File: config.mk
export PLATFORM = sky130hd
export DESIGN_NAME = interval_timer
export DESIGN_NICKNAME = d
export VERILOG_FILES = /design/src/interval_timer_pkg.sv /design/src/interval_timer.sv
export SDC_FILE = /design/constraint.sdc
export NUM_CORES = 1
export LEC_CHECK = 0
export BUFFER_PORTS_ARGS = -buffer_cell sky130_fd_sc_hd__buf_2
export CORE_ASPECT_RATIO = 1.1
export CORE_MARGIN = 8
export CORE_UTILIZATION = 55
export DETAILED_ROUTE_END_ITERATION = 10
export HOLD_SLACK_MARGIN = 0.02
export MAX_ROUTING_LAYER = met4
export PLACE_DENSITY = 0.82
export SLEW_MARGIN = 20
export SYNTH_ARGS = -nofsm -noshare
export SYNTH_HDL_FRONTEND = slang
export SYNTH_SLANG_ARGS = --single-unit
File: constraint.sdc
create_clock -name MCLK_I -period 5 [get_ports MCLK_I]
set_input_delay 0.5 -clock MCLK_I [delete_from_list [all_inputs] [get_ports MCLK_I]]
set_output_delay 0.5 -clock MCLK_I [all_outputs]
set_load 0.05 [all_outputs]
File: src/interval_timer_pkg.sv
// Purpose: shared constants and carriers for the 16-bit interval timer
// Assumes: one 100 MHz clock, all inputs synchronous to it
// Notes: prescale codes and ratios live here so logic never holds bare numbers
package interval_timer_pkg;
    localparam int COUNT_WIDTH = 16;
    localparam int PRESCALE_WIDTH = 8;
    localparam int CLOCK_PERIOD_NS = 10;
    localparam logic [1:0] PS_DIV1 = 2'h0;
    localparam logic [1:0] PS_DIV8 = 2'h1;
    localparam logic [1:0] PS_DIV64 = 2'h2;
    localparam logic [1:0] PS_DIV256 = 2'h3;
    localparam logic [PRESCALE_WIDTH-1:0] PS_LAST_DIV1 = 8'h00;
    localparam logic [PRESCALE_WIDTH-1:0] PS_LAST_DIV8 = 8'h07;
    localparam logic [PRESCALE_WIDTH-1:0] PS_LAST_DIV64 = 8'h3F;
    localparam logic [PRESCALE_WIDTH-1:0] PS_LAST_DIV256 = 8'hFF;
    localparam logic [COUNT_WIDTH-1:0] COUNT_RESET = 16'h0000;
    localparam logic [COUNT_WIDTH-1:0] PERIOD_RESET = 16'hFFFF;

    // control word fields, carried together
    typedef struct packed {
        logic count_run;
        logic idle_stop;
        logic gated_accumulate;
        logic [1:0] prescale_select;
        logic ext_clock_sync;
        logic clock_source_select;
    } control_word_t;

    // processor power state seen by the timer
    typedef struct packed {
        logic idle;
        logic sleep;
    } power_state_t;
endpackage

File: src/interval_timer.sv
// Purpose: 16-bit interval timer / real-time clock time base
// Assumes: inputs synchronous to MCLK_I; control word held by software outside
// Notes: asynchronous counter mode is emulated on the system clock
//
// Functional notes
// - sixteen-bit count usable as interval timer or real-time clock base.
// - modes are internal timer, synchronised counter, unsynchronised counter.
// - prescaler ahead of counter; gate input enables time accumulation.
// - counting continues in sleep, and in idle unless idle_stop is set.
// - interrupt flag raised when count equals period value.
// - gated mode also raises interrupt on gate falling edge.
// - ext_clock_sync picks synchronised or direct external counting.
// - prescale codes 00,01,10,11 divide by 1,8,64,256.
// - source one counts external rising edges, zero counts instruction clock.
// - gated_accumulate ignored when external source selected.
// - idle_stop set halts counting during idle; clear keeps counting.
`timescale 1ns/1ps
`default_nettype none
module interval_timer #(
    parameter int WIDTH = 16
) (
    input wire logic MCLK_I,
    input wire logic RST_B_I,
    input wire interval_timer_pkg::control_word_t CONTROL_I,
    input wire logic [WIDTH-1:0] PERIOD_VALUE_I,
    input wire logic IRQ_ENABLE_I,
    input wire logic [2:0] IRQ_PRIORITY_I,
    input wire interval_timer_pkg::power_state_t POWER_I,
    input wire logic EXT_COUNT_INPUT_I,
    input wire logic GATE_I,
    input wire logic FLAG_CLEAR_I,
    output logic [WIDTH-1:0] COUNT_O,
    output logic IRQ_FLAG_O,
    output logic IRQ_O,
    output logic [2:0] IRQ_PRIORITY_O
);
    import interval_timer_pkg::*;

    // width check: prescale and compare logic sized for the documented count
    if (WIDTH != COUNT_WIDTH) begin : g_width_check
        $error("interval_timer supports WIDTH of 16 only");
    end

    typedef struct packed {
        logic [WIDTH-1:0] count;
        logic [PRESCALE_WIDTH-1:0] prescale;
        logic ext_s1;
        logic ext_s2;
        logic ext_prev;
        logic gate_prev;
        logic flag;
        logic irq;
        logic [2:0] prio;
    } state_t;

    state_t q, d;

    // last prescaler count for each ratio
    function automatic logic [PRESCALE_WIDTH-1:0] prescale_last(input logic [1:0] sel);
        unique case (sel)
            PS_DIV1: prescale_last = PS_LAST_DIV1;
            PS_DIV8: prescale_last = PS_LAST_DIV8;
            PS_DIV64: prescale_last = PS_LAST_DIV64;
            PS_DIV256: prescale_last = PS_LAST_DIV256;
        endcase
    endfunction

    logic source_edge;
    logic gate_ok;
    logic halted;
    logic tick;
    logic gate_fall;
    logic match;

    // next-state logic for the whole block
    always_comb begin
        d = q;
        // the first stage only feeds the second; synchronised edges come from stage two
        d.ext_s1 = EXT_COUNT_INPUT_I;
        d.ext_s2 = q.ext_s1;
        // unsynchronised mode samples the raw pin: two cycles less latency
        d.ext_prev = CONTROL_I.ext_clock_sync ? q.ext_s2 : EXT_COUNT_INPUT_I;
        d.gate_prev = GATE_I;
        halted = !CONTROL_I.count_run || (CONTROL_I.idle_stop && POWER_I.idle);
        gate_ok = CONTROL_I.clock_source_select || !CONTROL_I.gated_accumulate || GATE_I;
        if (CONTROL_I.clock_source_select) begin
            source_edge = CONTROL_I.ext_clock_sync ? (q.ext_s2 && !q.ext_prev)
                                                   : (EXT_COUNT_INPUT_I && !q.ext_prev);
        end else begin
            source_edge = 1'b1; // instruction clock, every cycle
        end
        tick = 1'b0;
        // sleep does not stop the clock here, so counting goes on
        if (!halted && source_edge && gate_ok) begin
            if (q.prescale >= prescale_last(CONTROL_I.prescale_select)) begin
                d.prescale = '0;
                tick = 1'b1;
            end else begin
                d.prescale = q.prescale + 1'b1;
            end
        end
        if (!CONTROL_I.count_run) begin
            d.prescale = '0; // restart the ratio cleanly on next start
        end
        match = (q.count == PERIOD_VALUE_I);
        if (tick) begin
            d.count = match ? COUNT_RESET : q.count + 1'b1;
        end
        gate_fall = CONTROL_I.gated_accumulate && !CONTROL_I.clock_source_select
                    && q.gate_prev && !GATE_I && !halted;
        // set beats clear when both land in one cycle
        if (FLAG_CLEAR_I) begin
            d.flag = 1'b0;
        end
        if ((tick && match) || gate_fall) begin
            d.flag = 1'b1;
        end
        d.irq = d.flag && IRQ_ENABLE_I;
        d.prio = IRQ_PRIORITY_I;
    end

    // all state in one register
    always_ff @(posedge MCLK_I or negedge RST_B_I) begin
        if (!RST_B_I) begin
            q <= '{count: COUNT_RESET, prescale: '0, ext_s1: 1'b0, ext_s2: 1'b0, ext_prev: 1'b0,
                   gate_prev: 1'b0, flag: 1'b0, irq: 1'b0, prio: 3'h0};
        end else begin
            q <= d;
        end
    end

    assign COUNT_O = q.count;
    assign IRQ_FLAG_O = q.flag;
    assign IRQ_O = q.irq;
    assign IRQ_PRIORITY_O = q.prio;

    // match on a tick wraps the count and sets the flag together
    a_match_wraps: assert property (@(posedge MCLK_I) disable iff (!RST_B_I)
        (tick && match) |=> (q.count == COUNT_RESET) && q.flag)
        else $error("period match did not wrap count and set flag");

    // count holds while stopped
    a_stop_holds: assert property (@(posedge MCLK_I) disable iff (!RST_B_I)
        (!CONTROL_I.count_run) |=> $stable(q.count))
        else $error("count moved while stopped");

    // idle stop freezes the count
    a_idle_freeze: assert property (@(posedge MCLK_I) disable iff (!RST_B_I)
        (CONTROL_I.idle_stop && POWER_I.idle) |=> $stable(q.count))
        else $error("count moved during idle with idle_stop");

    // divide by one on internal clock advances each cycle
    a_div1_step: assert property (@(posedge MCLK_I) disable iff (!RST_B_I)
        (CONTROL_I.count_run && !CONTROL_I.clock_source_select && !CONTROL_I.gated_accumulate
         && CONTROL_I.prescale_select == PS_DIV1 && !POWER_I.idle && !match)
        |=> q.count == $past(q.count) + 1'b1)
        else $error("divide by one did not step");

    // gated mode with gate low never advances
    a_gate_low: assert property (@(posedge MCLK_I) disable iff (!RST_B_I)
        (!CONTROL_I.clock_source_select && CONTROL_I.gated_accumulate && !GATE_I) |=> $stable(q.count))
        else $error("count moved with gate low");

    // gate falling edge raises the flag
    a_gate_fall: assert property (@(posedge MCLK_I) disable iff (!RST_B_I)
        gate_fall |=> q.flag)
        else $error("gate fall did not set flag");

    // a tick comes only at the selected terminal prescaler count
    a_prescale_cap: assert property (@(posedge MCLK_I) disable iff (!RST_B_I)
        tick |-> q.prescale == prescale_last(CONTROL_I.prescale_select))
        else $error("tick at wrong prescale count");

    // external mode without an edge leaves the count alone
    a_ext_no_edge: assert property (@(posedge MCLK_I) disable iff (!RST_B_I)
        (CONTROL_I.clock_source_select && !source_edge) |=> $stable(q.count))
        else $error("count moved without external edge");

    // interrupt is high only if enable was set the cycle before
    a_irq_gate: assert property (@(posedge MCLK_I) disable iff (!RST_B_I)
        q.irq |-> $past(IRQ_ENABLE_I))
        else $error("irq without enable");

    // an enabled flag that nobody clears must show on the request line
    a_irq_follow: assert property (@(posedge MCLK_I) disable iff (!RST_B_I)
        (q.flag && IRQ_ENABLE_I && !FLAG_CLEAR_I) |=> q.irq)
        else $error("enabled flag did not raise irq");

    // flag is sticky until software clears it
    a_flag_sticky: assert property (@(posedge MCLK_I) disable iff (!RST_B_I)
        (q.flag && !FLAG_CLEAR_I) |=> q.flag)
        else $error("flag dropped without clear");

    // a clear with no competing set drops the flag
    a_flag_clear: assert property (@(posedge MCLK_I) disable iff (!RST_B_I)
        (FLAG_CLEAR_I && !(tick && match) && !gate_fall) |=> !q.flag)
        else $error("flag survived a clear");

    // priority output is the input one cycle late
    a_prio_copy: assert property (@(posedge MCLK_I) disable iff (!RST_B_I)
        1'b1 |=> q.prio == $past(IRQ_PRIORITY_I))
        else $error("priority not copied");

    // external source keeps counting even with gated mode set and gate low
    a_gate_ignored: assert property (@(posedge MCLK_I) disable iff (!RST_B_I)
        (CONTROL_I.count_run && CONTROL_I.clock_source_select && CONTROL_I.gated_accumulate && !GATE_I
         && CONTROL_I.prescale_select == PS_DIV1 && !(CONTROL_I.idle_stop && POWER_I.idle)
         && source_edge && !match) |=> q.count == $past(q.count) + 1'b1)
        else $error("gate blocked an external count");

    // unsynchronised mode sees a pin rise in the same cycle, if the mode held still
    a_async_edge: assert property (@(posedge MCLK_I) disable iff (!RST_B_I)
        (CONTROL_I.clock_source_select && !CONTROL_I.ext_clock_sync && $stable(CONTROL_I.ext_clock_sync)
         && EXT_COUNT_INPUT_I && !$past(EXT_COUNT_INPUT_I)) |-> source_edge)
        else $error("unsynchronised edge missed");
endmodule
`default_nettype wire

==> metrics.csv, run 1 <==
metric;value;unit
number of rows created at floorplan;24;
Post-Place Setup Slack;2.18;ns
FFs w/ async S/R, synth;100;%
cell area power density;242;mW/mm^2
wire length of the first global-routing pass;8.36;mm
critical path arrival;2.82;ns
overall track demand over capacity in global routing;18.0;%
Initial DRC Count;106;
multiplexer share of the synthesized area;1.40;%
count of H-tree levels built during CTS;2;
total routed wirelength;4.89;mm
RSZ-0062 raised after global routing;no;
CTS max path bufs;2;
largest family of logic cells by synthesized area;simple AND/OR/NAND/NOR gates;
most area-consuming cells after synthesis;dfrtp_1 (39%), buf_4 (6.7%), xor2_1 (6.5%);
number of I/O port buffers;53;
number of CTS-inserted buffers;5;
run status;finished, final reports clean;
dominant register cell in the synthesized netlist;dfrtp_1;
WL/cell;15.4;um
area taken by multi-input logic gates;0.00110;mm^2
number of buffers added for setup after CTS;0;
PnR worst setup slack;2.35;ns
via/cell ratio;5.89;
Max Fanout on Critical Path;20;
kind of capture point of the worst setup path;flop;
post-route cell area;0.00240;mm^2
final setup violation count;0;
overall die area;0.00616;mm^2
post-route DRC violation count;0;
synthesis-to-layout area growth;12.1;%
maximum number of pins on one net before global-route repair;34;
Yosys warning total;0;
count of maximum capacitance violations;0;
synthesized-area fraction occupied by xor and xnor cells;6.53;%
number of clock sinks;33;
adder-cell share of the synthesized area;4.67;%
post_cts resized;0;
synthesized net count;275;
overall via count from detail_route;1874;
total negative slack for setup checks;0;ns
clock transition at the register clock pins on the worst setup and hold paths after CTS;0.07;ns
count of TritonRoute iterations in the first routing pass;4;
total number of nets in the final design;308;
max-slew violations;0;
floorplan die width;75.5;um
Final Hold Viols;0;
worst clock skew;0.00239;ns
buffer cell driving the clock tree root;clkbuf_8;
number of global-route vias before repair;1952;
HP Class;input pin to asynchronous set/reset pin;
data required time of the worst path;5.17;ns
gpl congestion;0.840;
total standard cell area after synthesis;0.00214;mm^2
measured slew at the worst slew-check pin;0.979;ns
combined flip-flop and latch cell area;826;um^2
total of fill cells in the finished design;362;
compound-cell area share of the yosys netlist;18.4;%
final standard cell utilization of the core;62.6;%
die span in y;81.5;um
number of antenna violations at the first check in global routing;0;
final worst path period need;2.65;ns
TritonCTS clock tree;done;
sequential share of the synthesized area;38.5;%
Mapped Avg Cell Area;9.20;um^2
hold_buf cts;0;
total placed instance area;0.00230;mm^2
type of the worst setup path;flop to flop;
Peak VDD IR;0.130;mV
synthesized flop and latch total;33;
number of library cell types mapped by synthesis;45;
category of the worst setup path launch point;flop;
area share of the leading cell type in the synthesized netlist;38.5;%
crit share post-route;52.9;%
ant diodes;0;
HPWL Detailed;3.66;mm
Static Leakage;0.00112;uW
starting utilization of the core area;55.8;%
top-level I/O count;55;
ANT nets after route;0;
cells after synthesis;233;
Remaining Overflow, GRT;0;
fraction of the mapped netlist area in simple logic gates;20.3;%
proportion of layout cells with a drive suffix above 1;26.7;%
highest attainable clock frequency;378;MHz
Rel. slew slack;34.6;%
EDFF count, synth;0;
clock latency reported for the late side of the worst-skew pair;0.28;ns
cell taking the most area after synthesis;dfrtp_1;
Placeable Area;0.00384;mm^2
==> layout by cell type, fill, tap and decap left out, drive strengths merged, types with 8 or more instances in the layout <==
cell type / instances
nand2: 21
buf: 53
inv: 12
nor2: 9
nand3: 13
o21ai: 8
xor2: 16
ha: 8
dfrtp: 33
==> flip-flops by register name, indices dropped and copies added, names as in the netlist <==
| name | cells |
|---|---|
| COUNT_O | 16 |
| q | 11 |
| IRQ_PRIORITY_O | 3 |
| IRQ_FLAG_O | 1 |
| IRQ_O | 1 |
| d | 1 |
==> per-layer routing <==
metal	vias to the layer above	GRT usage [%]	wire length, um
li1	903	-	-
met1	904	19.4	2110
met2	51	29.6	2440
met3	16	4.64	194
met4	0	9.23	144
met5	-	-	0
==> per-stage QoR <==
| step | power [uW] | hold WS, ns | std cells |
|---|---|---|---|
| after detailed placement | 350 | 0.345 | 311 |
| after global routing | 610 | 0.308 | 318 |
| after global placement | 349 | 0.336 | 311 |
| final | 582 | 0.271 | 318 |
| after floorplan | 324 | 0.204 | 233 |
| after CTS | 589 | 0.291 | 318 |
==> report_power, final <==
| group | switching (uW) | internal [uW] |
|---|---|---|
| clock | 93.0 | 145 |
| combinational | 43.1 | 22.4 |
| sequential | 5.58 | 273 |
| total | 142 | 440 |
==> final timing paths <==
check,start,end,slack [ns],depth (start not counted)
worst max-delay path,COUNT_O[2]$_DFFE_PN0P_,COUNT_O[2]$_DFFE_PN0P_,2.35,5
worst min-delay path,RST_B_I,q[11]$_DFFE_PN0P_,0.27,1
worst max register to register,COUNT_O[2]$_DFFE_PN0P_,COUNT_O[2]$_DFFE_PN0P_,2.35,5
worst min register to register,d[7]$_DFF_PN0_,q[7]$_DFF_PN0_,0.36,0
max in group asynchronous,RST_B_I,COUNT_O[3]$_DFFE_PN0P_,4.27,1
min in group MCLK_I,IRQ_PRIORITY_I[1],IRQ_PRIORITY_O[1]$_DFF_PN0_,0.32,1
==> worst max-delay path, stage by stage (launching register included) <==
cell	delay, ns
dfrtp_1	0.48
xor2_1	0.20
nor4_1	0.33
nand4_1	0.73
and3_1	0.53
a22o_2	0.26
==> synthesized netlist by cell type, types with 7 or more instances <==
library cell and count:
nand2_1 21, nand3_1 12, dfrtp_1 33, a21oi_1 7
a211oi_1 7, nor2_1 9, o21ai_0 8, ha_1 8
xor2_1 16, buf_4 19, inv_1 12
==> layout make-up <==
type                    count  area share [%]
clock buffers               5            2.86
flip-flops and latches     33            34.3
well taps                  52            2.71
clock inverters             2            1.46
repair buffers             53            11.0
multi-input cells         161            45.7
inverters                  12            1.87
==> logic make-up after synthesis <==
group / after synthesis
AOI/OAI and AO/OA: 55
xor gates and xnor gates: 16
adders and majority gates: 8
buffers and inverters: 39
DFF: 33
muxes: 3
and+or+nand+nor: 79
No activity file was read; power rests on OpenSTA's default activity.
==> run 2, diff against run 1 <==
Settings changed: ABC_AREA from default to 1, CORE_UTILIZATION 55 to 54, PLACE_DENSITY 0.82 to 0.8.
Clock period 5 ns to 2.5 ns, I/O delays scaled along.
==> run 2 against run 1 <==
  * Synthesized cell count grew 48%
  * Largest cell class unchanged
  * Flip-flop and latch count is the same
  * Critical path type unchanged
  * Worst hold slack lost 0.26 ns
==> metrics.csv, run 2 <==
metric;value;unit;change
switching part of the total power;38.4;%;+14 points
total negative slack for setup checks;0;ns;unchanged
Peak VDD IR;0.450;mV;+250%
clock network fraction of design power;28.3;%;-12 points
number of rows created at floorplan;25;;+4.2%
max-slew violations;0;;unchanged
combined flip-flop and latch cell area;826;um^2;unchanged
Remaining Overflow, GRT;0;;unchanged
overall via count from detail_route;2073;;+11%
Placed Cells;427;;+37%
number of I/O port buffers;53;;unchanged
worst clock skew;0.00713;ns;+0.00475 ns
ant diodes;0;;unchanged
number of CTS-inserted buffers;5;;unchanged
number of antenna violations at the first check in global routing;0;;unchanged
proportion of layout cells with a drive suffix above 1;20.7;%;-6.0 points
data required time of the worst path;2.68;ns;-2.49 ns
leading cell types in the layout, fill and taps excluded;nand2_1 (117), buf_2 (53), nor2_1 (42);;
category of the worst setup path launch point;flop;;
cell internal pwr;980;uW;+120%
sequential share of the synthesized area;34.4;%;-4.1 points
synthesized net count;386;;+40%
post-route DRC violation count;0;;unchanged
floorplan die width;79.6;um;+5.4%
critical path arrival;2.12;ns;-0.70 ns
Final Hold Viols;0;;unchanged
most area-consuming cells after synthesis;dfrtp_1 (34%), nand2_1 (18%), nor2_1 (6.6%);;
synthesized flop and latch total;33;;unchanged
run status;finished, final reports clean;;
top-level I/O count;55;;unchanged
count of maximum capacitance violations;0;;unchanged
Switch Pwr;610;uW;+330%
Initial DRC Count;84;;-21%
clock latency reported for the late side of the worst-skew pair;0.29;ns;about the same
count leader, synth;nand2_1;;
measured slew at the worst slew-check pin;0.742;ns;-0.237 ns
overall die area;0.00684;mm^2;+11%
most frequent standard cell in the layout excluding fill and tap cells;nand2_1;;
number of buffers added for setup after CTS;0;;unchanged
Rel. slew slack;50.6;%;+16 points
total of fill cells in the finished design;395;;+9.1%
TritonCTS clock tree;done;;
final worst path period need;1.94;ns;-0.709 ns
Mapped Avg Cell Area;6.98;um^2;-24%
cell taking the most area after synthesis;dfrtp_1;;
part of the total power dissipated in sequential elements;41.8;%;-6.1 points
critical path startpoint;q[14]$_DFFE_PN0P_;;
flip-flop count of the largest register, all copies and words added;16;;unchanged
Placeable Area;0.00429;mm^2;+11%
wire length of the first global-routing pass;8.76;mm;+4.7%
number of global-route vias before repair;2033;;+4.1%
synthesis-to-layout area growth;10.2;%;
overall track demand over capacity in global routing;16.3;%;-1.6 points
highest attainable clock frequency;516;MHz;+37%
area taken by multi-input logic gates;0.00121;mm^2;+9.9%
Overall Power;1590;uW;+170%
post_cts resized;0;;unchanged
HP Class;input pin to asynchronous set/reset pin;;
FFs w/ async S/R, synth;100;%;unchanged
RR Startpoint;q[14]$_DFFE_PN0P_;;
count of TritonRoute iterations in the first routing pass;4;;unchanged
crit share post-route;77.5;%;+25 points
kind of capture point of the worst setup path;flop;;
total routed wirelength;5.08;mm;+3.8%
Yosys warning total;0;;unchanged
clock transition at the register clock pins on the worst setup and hold paths after CTS;0.07;ns;about the same
number of clock sinks;33;;unchanged
EDFF count, synth;0;;unchanged
Post-Place Setup Slack;0.563;ns;-1.62 ns
area share of the leading cell type in the synthesized netlist;34.4;%;-4.1 points
starting utilization of the core area;56.0;%;+0.23 points
Max Fanout on Critical Path;23;;+15%
cells after synthesis;344;;+48%
RSZ-0062 raised after global routing;no;;
buffer cell driving the clock tree root;clkbuf_8;;
PnR worst setup slack;0.564;ns;-1.79 ns
maximum number of pins on one net before global-route repair;34;;unchanged
Post-synth top cells;nand2_1 (117), nor2_1 (42), inv_1 (39), dfrtp_1 (33), buf_4 (20);;
Comb pwr share;29.9;%;+19 points
final setup violation count;0;;unchanged
ANT nets after route;0;;unchanged
total standard cell area after synthesis;0.00240;mm^2;+12%
total number of nets in the final design;422;;+37%
CTS max path bufs;2;;unchanged
HPWL Detailed;3.85;mm;+5.2%
non-filler instance count after layout;435;;+37%
type of the worst setup path;flop to flop;;
number of library cell types mapped by synthesis;28;;-38%
gpl congestion;0.899;;+6.9%
via/cell ratio;4.77;;-19%
count of H-tree levels built during CTS;2;;unchanged
die span in y;85.9;um;+5.5%
Static Leakage;0.00146;uW;+30%
hold_buf cts;0;;unchanged
dominant register cell in the synthesized netlist;dfrtp_1;;
cell area power density;601;mW/mm^2;+150%
WL/cell;11.7;um;-24%
run 2: per-stage QoR:
stage	hold WS, ns	utilization (%)	cell area, um^2
after global routing	0.0511	61.8	2650
after global placement	0.335	59.4	2540
after detailed placement	0.343	59.4	2540
after floorplan	-0.0456	-	2400
final	0.0150	61.8	2650
after CTS	0.0414	61.8	2650
run 2: final timing paths:
path                            slack [ns]                          end  depth (start not counted)
worst max register to register        0.56      COUNT_O[14]$_DFFE_PN0P_                          9
min in group MCLK_I                   0.07  IRQ_PRIORITY_O[2]$_DFF_PN0_                          1
worst max-delay path                  0.56      COUNT_O[14]$_DFFE_PN0P_                          9
max in group asynchronous             2.00         IRQ_FLAG_O$_DFF_PN0_                          1
worst min-delay path                  0.01      COUNT_O[11]$_DFFE_PN0P_                          1
worst min register to register        0.35               q[7]$_DFF_PN0_                          0
run 2: kinds of logic (layout without fill, tap and decap cells):
kind of cell | count (synthesis) | after routing | synth area share (%)
xor gates and xnor gates | 21 | 21 | 7.66
adders and majority gates | 8 | 8 | 4.17
DFF | 33 | 33 | 34.4
AOI/OAI and AO/OA | 21 | 21 | 5.26
and+or+nand+nor | 191 | 191 | 33.2
buffers and inverters | 70 | 107 | 15.3
run 2: final cells by class:
class / instances / area share [%]
multi-input combinational: 241 / 45.7
sequential: 33 / 31.2
timing repair buffer: 53 / 10.0
inverter: 46 / 6.71
clock buffer: 7 / 3.64
tap: 54 / 2.55
clock inverter: 1 / 0.189
run 2: critical path, cell delays in order (launching register included):
cell and delay, ns:
dfrtp_1 0.42, ha_1 0.31, a21oi_1 0.13, nor2_1 0.06, nor3_2 0.23, nand2_2 0.18
nand2_4 0.16, clkinv_4 0.17, nand2_1 0.10, o21ai_1 0.06
run 2: power groups by stage:
stage	Sequential (uW)	Combinational (uW)	Clock (uW)
finish	664	476	450
global route	674	527	481
CTS	664	482	460
detailed placement	674	480	0
global placement	670	470	0
floorplan	650	441	0
run 2: metal layers:
layer  vias to the layer above  wire, um  global-route usage (%)
met5                         -         0                       -
met4                         0        86                    7.59
met3                         6       408                    6.07
met2                        49      2320                    24.7
met1                       916      2270                    18.6
li1                       1102         -                       -
==> run 3, diff against run 2 <==
Clock period 2.5 ns to 1.9 ns, I/O delays scaled along.
==> run 3 against run 2 <==
  * Die area unchanged
  * Combinational power increased by 38%
  * Via count increased by 3.9%
  * Routed wire length increased by 1.5%
  * Sequential share of layout area decreased by 1.4 points
  * Worst setup slack got worse by 0.40 ns
  * Largest power group unchanged
==> metrics.csv, run 3 (same netlist as run 2, synthesis figures left out) <==
metric;value;unit;change
critical path arrival;1.90;ns;-0.22 ns
buffer cell driving the clock tree root;clkbuf_8;;
Remaining Overflow, GRT;0;;unchanged
clock latency reported for the late side of the worst-skew pair;0.28;ns;about the same
crit path cell chain;ha_1, a21oi_1, nor2_1, nor3_4, nand2_4, nand2_4, buf_6, o21ai_0;;
Overall Power;2200;uW;+38%
post-route DRC violation count;0;;unchanged
Rel. slew slack;50.8;%;+0.24 points
CTS max path bufs;2;;unchanged
count of TritonRoute iterations in the first routing pass;4;;unchanged
number of rows created at floorplan;25;;unchanged
type of the worst setup path;flop to flop;;
overall die area;0.00684;mm^2;unchanged
highest attainable clock frequency;577;MHz;+12%
proportion of layout cells with a drive suffix above 1;21.5;%;+0.80 points
WL/cell;11.6;um;-0.52%
count of buffer and inverter cells on the critical path;1;;unchanged
run status;finished, final reports clean;;
die span in y;85.9;um;unchanged
Placeable Area;0.00429;mm^2;unchanged
ANT nets after route;0;;unchanged
count of H-tree levels built during CTS;2;;unchanged
Peak VDD IR;0.482;mV;+7.2%
number of I/O port buffers;53;;unchanged
non-filler instance count after layout;444;;+2.1%
gpl congestion;0.892;;-0.70%
data required time of the worst path;2.07;ns;-0.61 ns
HP Class;input pin to flop;;
Final Hold Viols;0;;unchanged
top-level I/O count;55;;unchanged
final standard cell utilization of the core;64.6;%;+2.9 points
ant diodes;0;;unchanged
number of clock sinks;33;;unchanged
number of CTS-inserted buffers;5;;unchanged
floorplan die width;79.6;um;unchanged
total negative slack for setup checks;0;ns;unchanged
category of the worst setup path launch point;flop;;
leading cell types in the layout, fill and taps excluded;nand2_1 (115), buf_2 (53), nor2_1 (41);;
worst clock skew;0.00551;ns;-0.00163 ns
Slowest-stage cell, CP;dfrtp_1;;
post-route cell area;0.00277;mm^2;+4.6%
count of maximum capacitance violations;0;;unchanged
total number of nets in the final design;431;;+2.1%
final worst path period need;1.73;ns;-0.203 ns
measured slew at the worst slew-check pin;0.738;ns;-0.00361 ns
kind of capture point of the worst setup path;flop;;
Initial DRC Count;123;;+46%
Top Family by Delay on Critical Path;simple AND/OR/NAND/NOR gates;;
most frequent cell on the critical path;nand2_4;;
cell area power density;794;mW/mm^2;+32%
TritonCTS clock tree;done;;
starting utilization of the core area;56.0;%;unchanged
number of antenna violations at the first check in global routing;0;;unchanged
synthesis-to-layout area growth;15.3;%;
Max Fanout on Critical Path;9;;-61%
flip-flop count of the largest register, all copies and words added;16;;unchanged
Placed Cells;430;;+0.70%
via/cell ratio;4.85;;+1.8%
crit share post-route;91.2;%;+14 points
most frequent standard cell in the layout excluding fill and tap cells;nand2_1;;
maximum number of pins on one net before global-route repair;34;;unchanged
maximum single-stage delay on the critical path;0.42;ns;about the same
max-slew violations;0;;unchanged
RSZ-0062 raised after global routing;no;;
wire length of the first global-routing pass;8.99;mm;+2.7%
clock transition at the register clock pins on the worst setup and hold paths after CTS;0.07;ns;about the same
total placed instance area;0.00257;mm^2;+0.88%
total routed wirelength;5.16;mm;+1.5%
overall track demand over capacity in global routing;16.3;%;-0.052 points
final setup violation count;0;;unchanged
overall via count from detail_route;2154;;+3.9%
HPWL Detailed;3.98;mm;+3.3%
Static Leakage;0.00152;uW;+3.7%
number of global-route vias before repair;2128;;+4.7%
run 3: cell type report:
cell class	instances	area, um^2
clock buffers	7	86.3
well taps	54	67.6
repair buffers	62	352
inverters	46	180
multi-input cells	241	1230
fillers	409	1520
clock inverters	1	30.0
flip-flops and latches	33	826
run 3: through the flow:
stage	hold WS, ns	setup WS, ns
floorplan	-0.106	0.188
global placement	0.293	0.119
detailed placement	0.295	0.0967
CTS	0.114	0.0702
global route	0.135	0.0120
finish	0.120	0.167
run 3: worst paths after layout:
kind                              startpoint                endpoint  slack, ns  cells after the start
max in group asynchronous            RST_B_I       q[15]$_DFFE_PN0P_       0.93                      2
hold reg to reg               d[7]$_DFF_PN0_          q[7]$_DFF_PN0_       0.36                      0
min in group asynchronous            RST_B_I  COUNT_O[9]$_DFFE_PN0P_       0.51                      2
hold / removal                  IRQ_ENABLE_I         IRQ_O$_DFF_PN0_       0.12                      3
setup / recovery           q[14]$_DFFE_PN0P_  COUNT_O[1]$_DFFE_PN0P_       0.17                      8
setup reg to reg           q[14]$_DFFE_PN0P_  COUNT_O[1]$_DFFE_PN0P_       0.17                      8
run 3: worst min-delay path: stages:
cell	delay [ns]
buf_2	0.09
inv_1	0.06
a21oi_2	0.03
run 3: where the power goes:
group          switching (uW)  internal, uW
combinational             447           209
clock                     250           427
sequential               95.4           770
run 3: what timing repair did:
item	4_1_cts	5_1_grt
resized for setup	0	8
setup buffers	0	0
setup endpoints to repair	0	20
endpoints found under the hold margin	38	0
hold buffers	6	0
run 3: per-layer routing:
metal / share of wire [%] / vias to the layer above / track usage [%]
met2: 46 / 60 / 26.7
met1: 45 / 960 / 18.7
met3: 7.9 / 10 / 5.13
li1: - / 1124 / -
met4: 1.3 / 0 / 4.05
met5: 0 / - / -
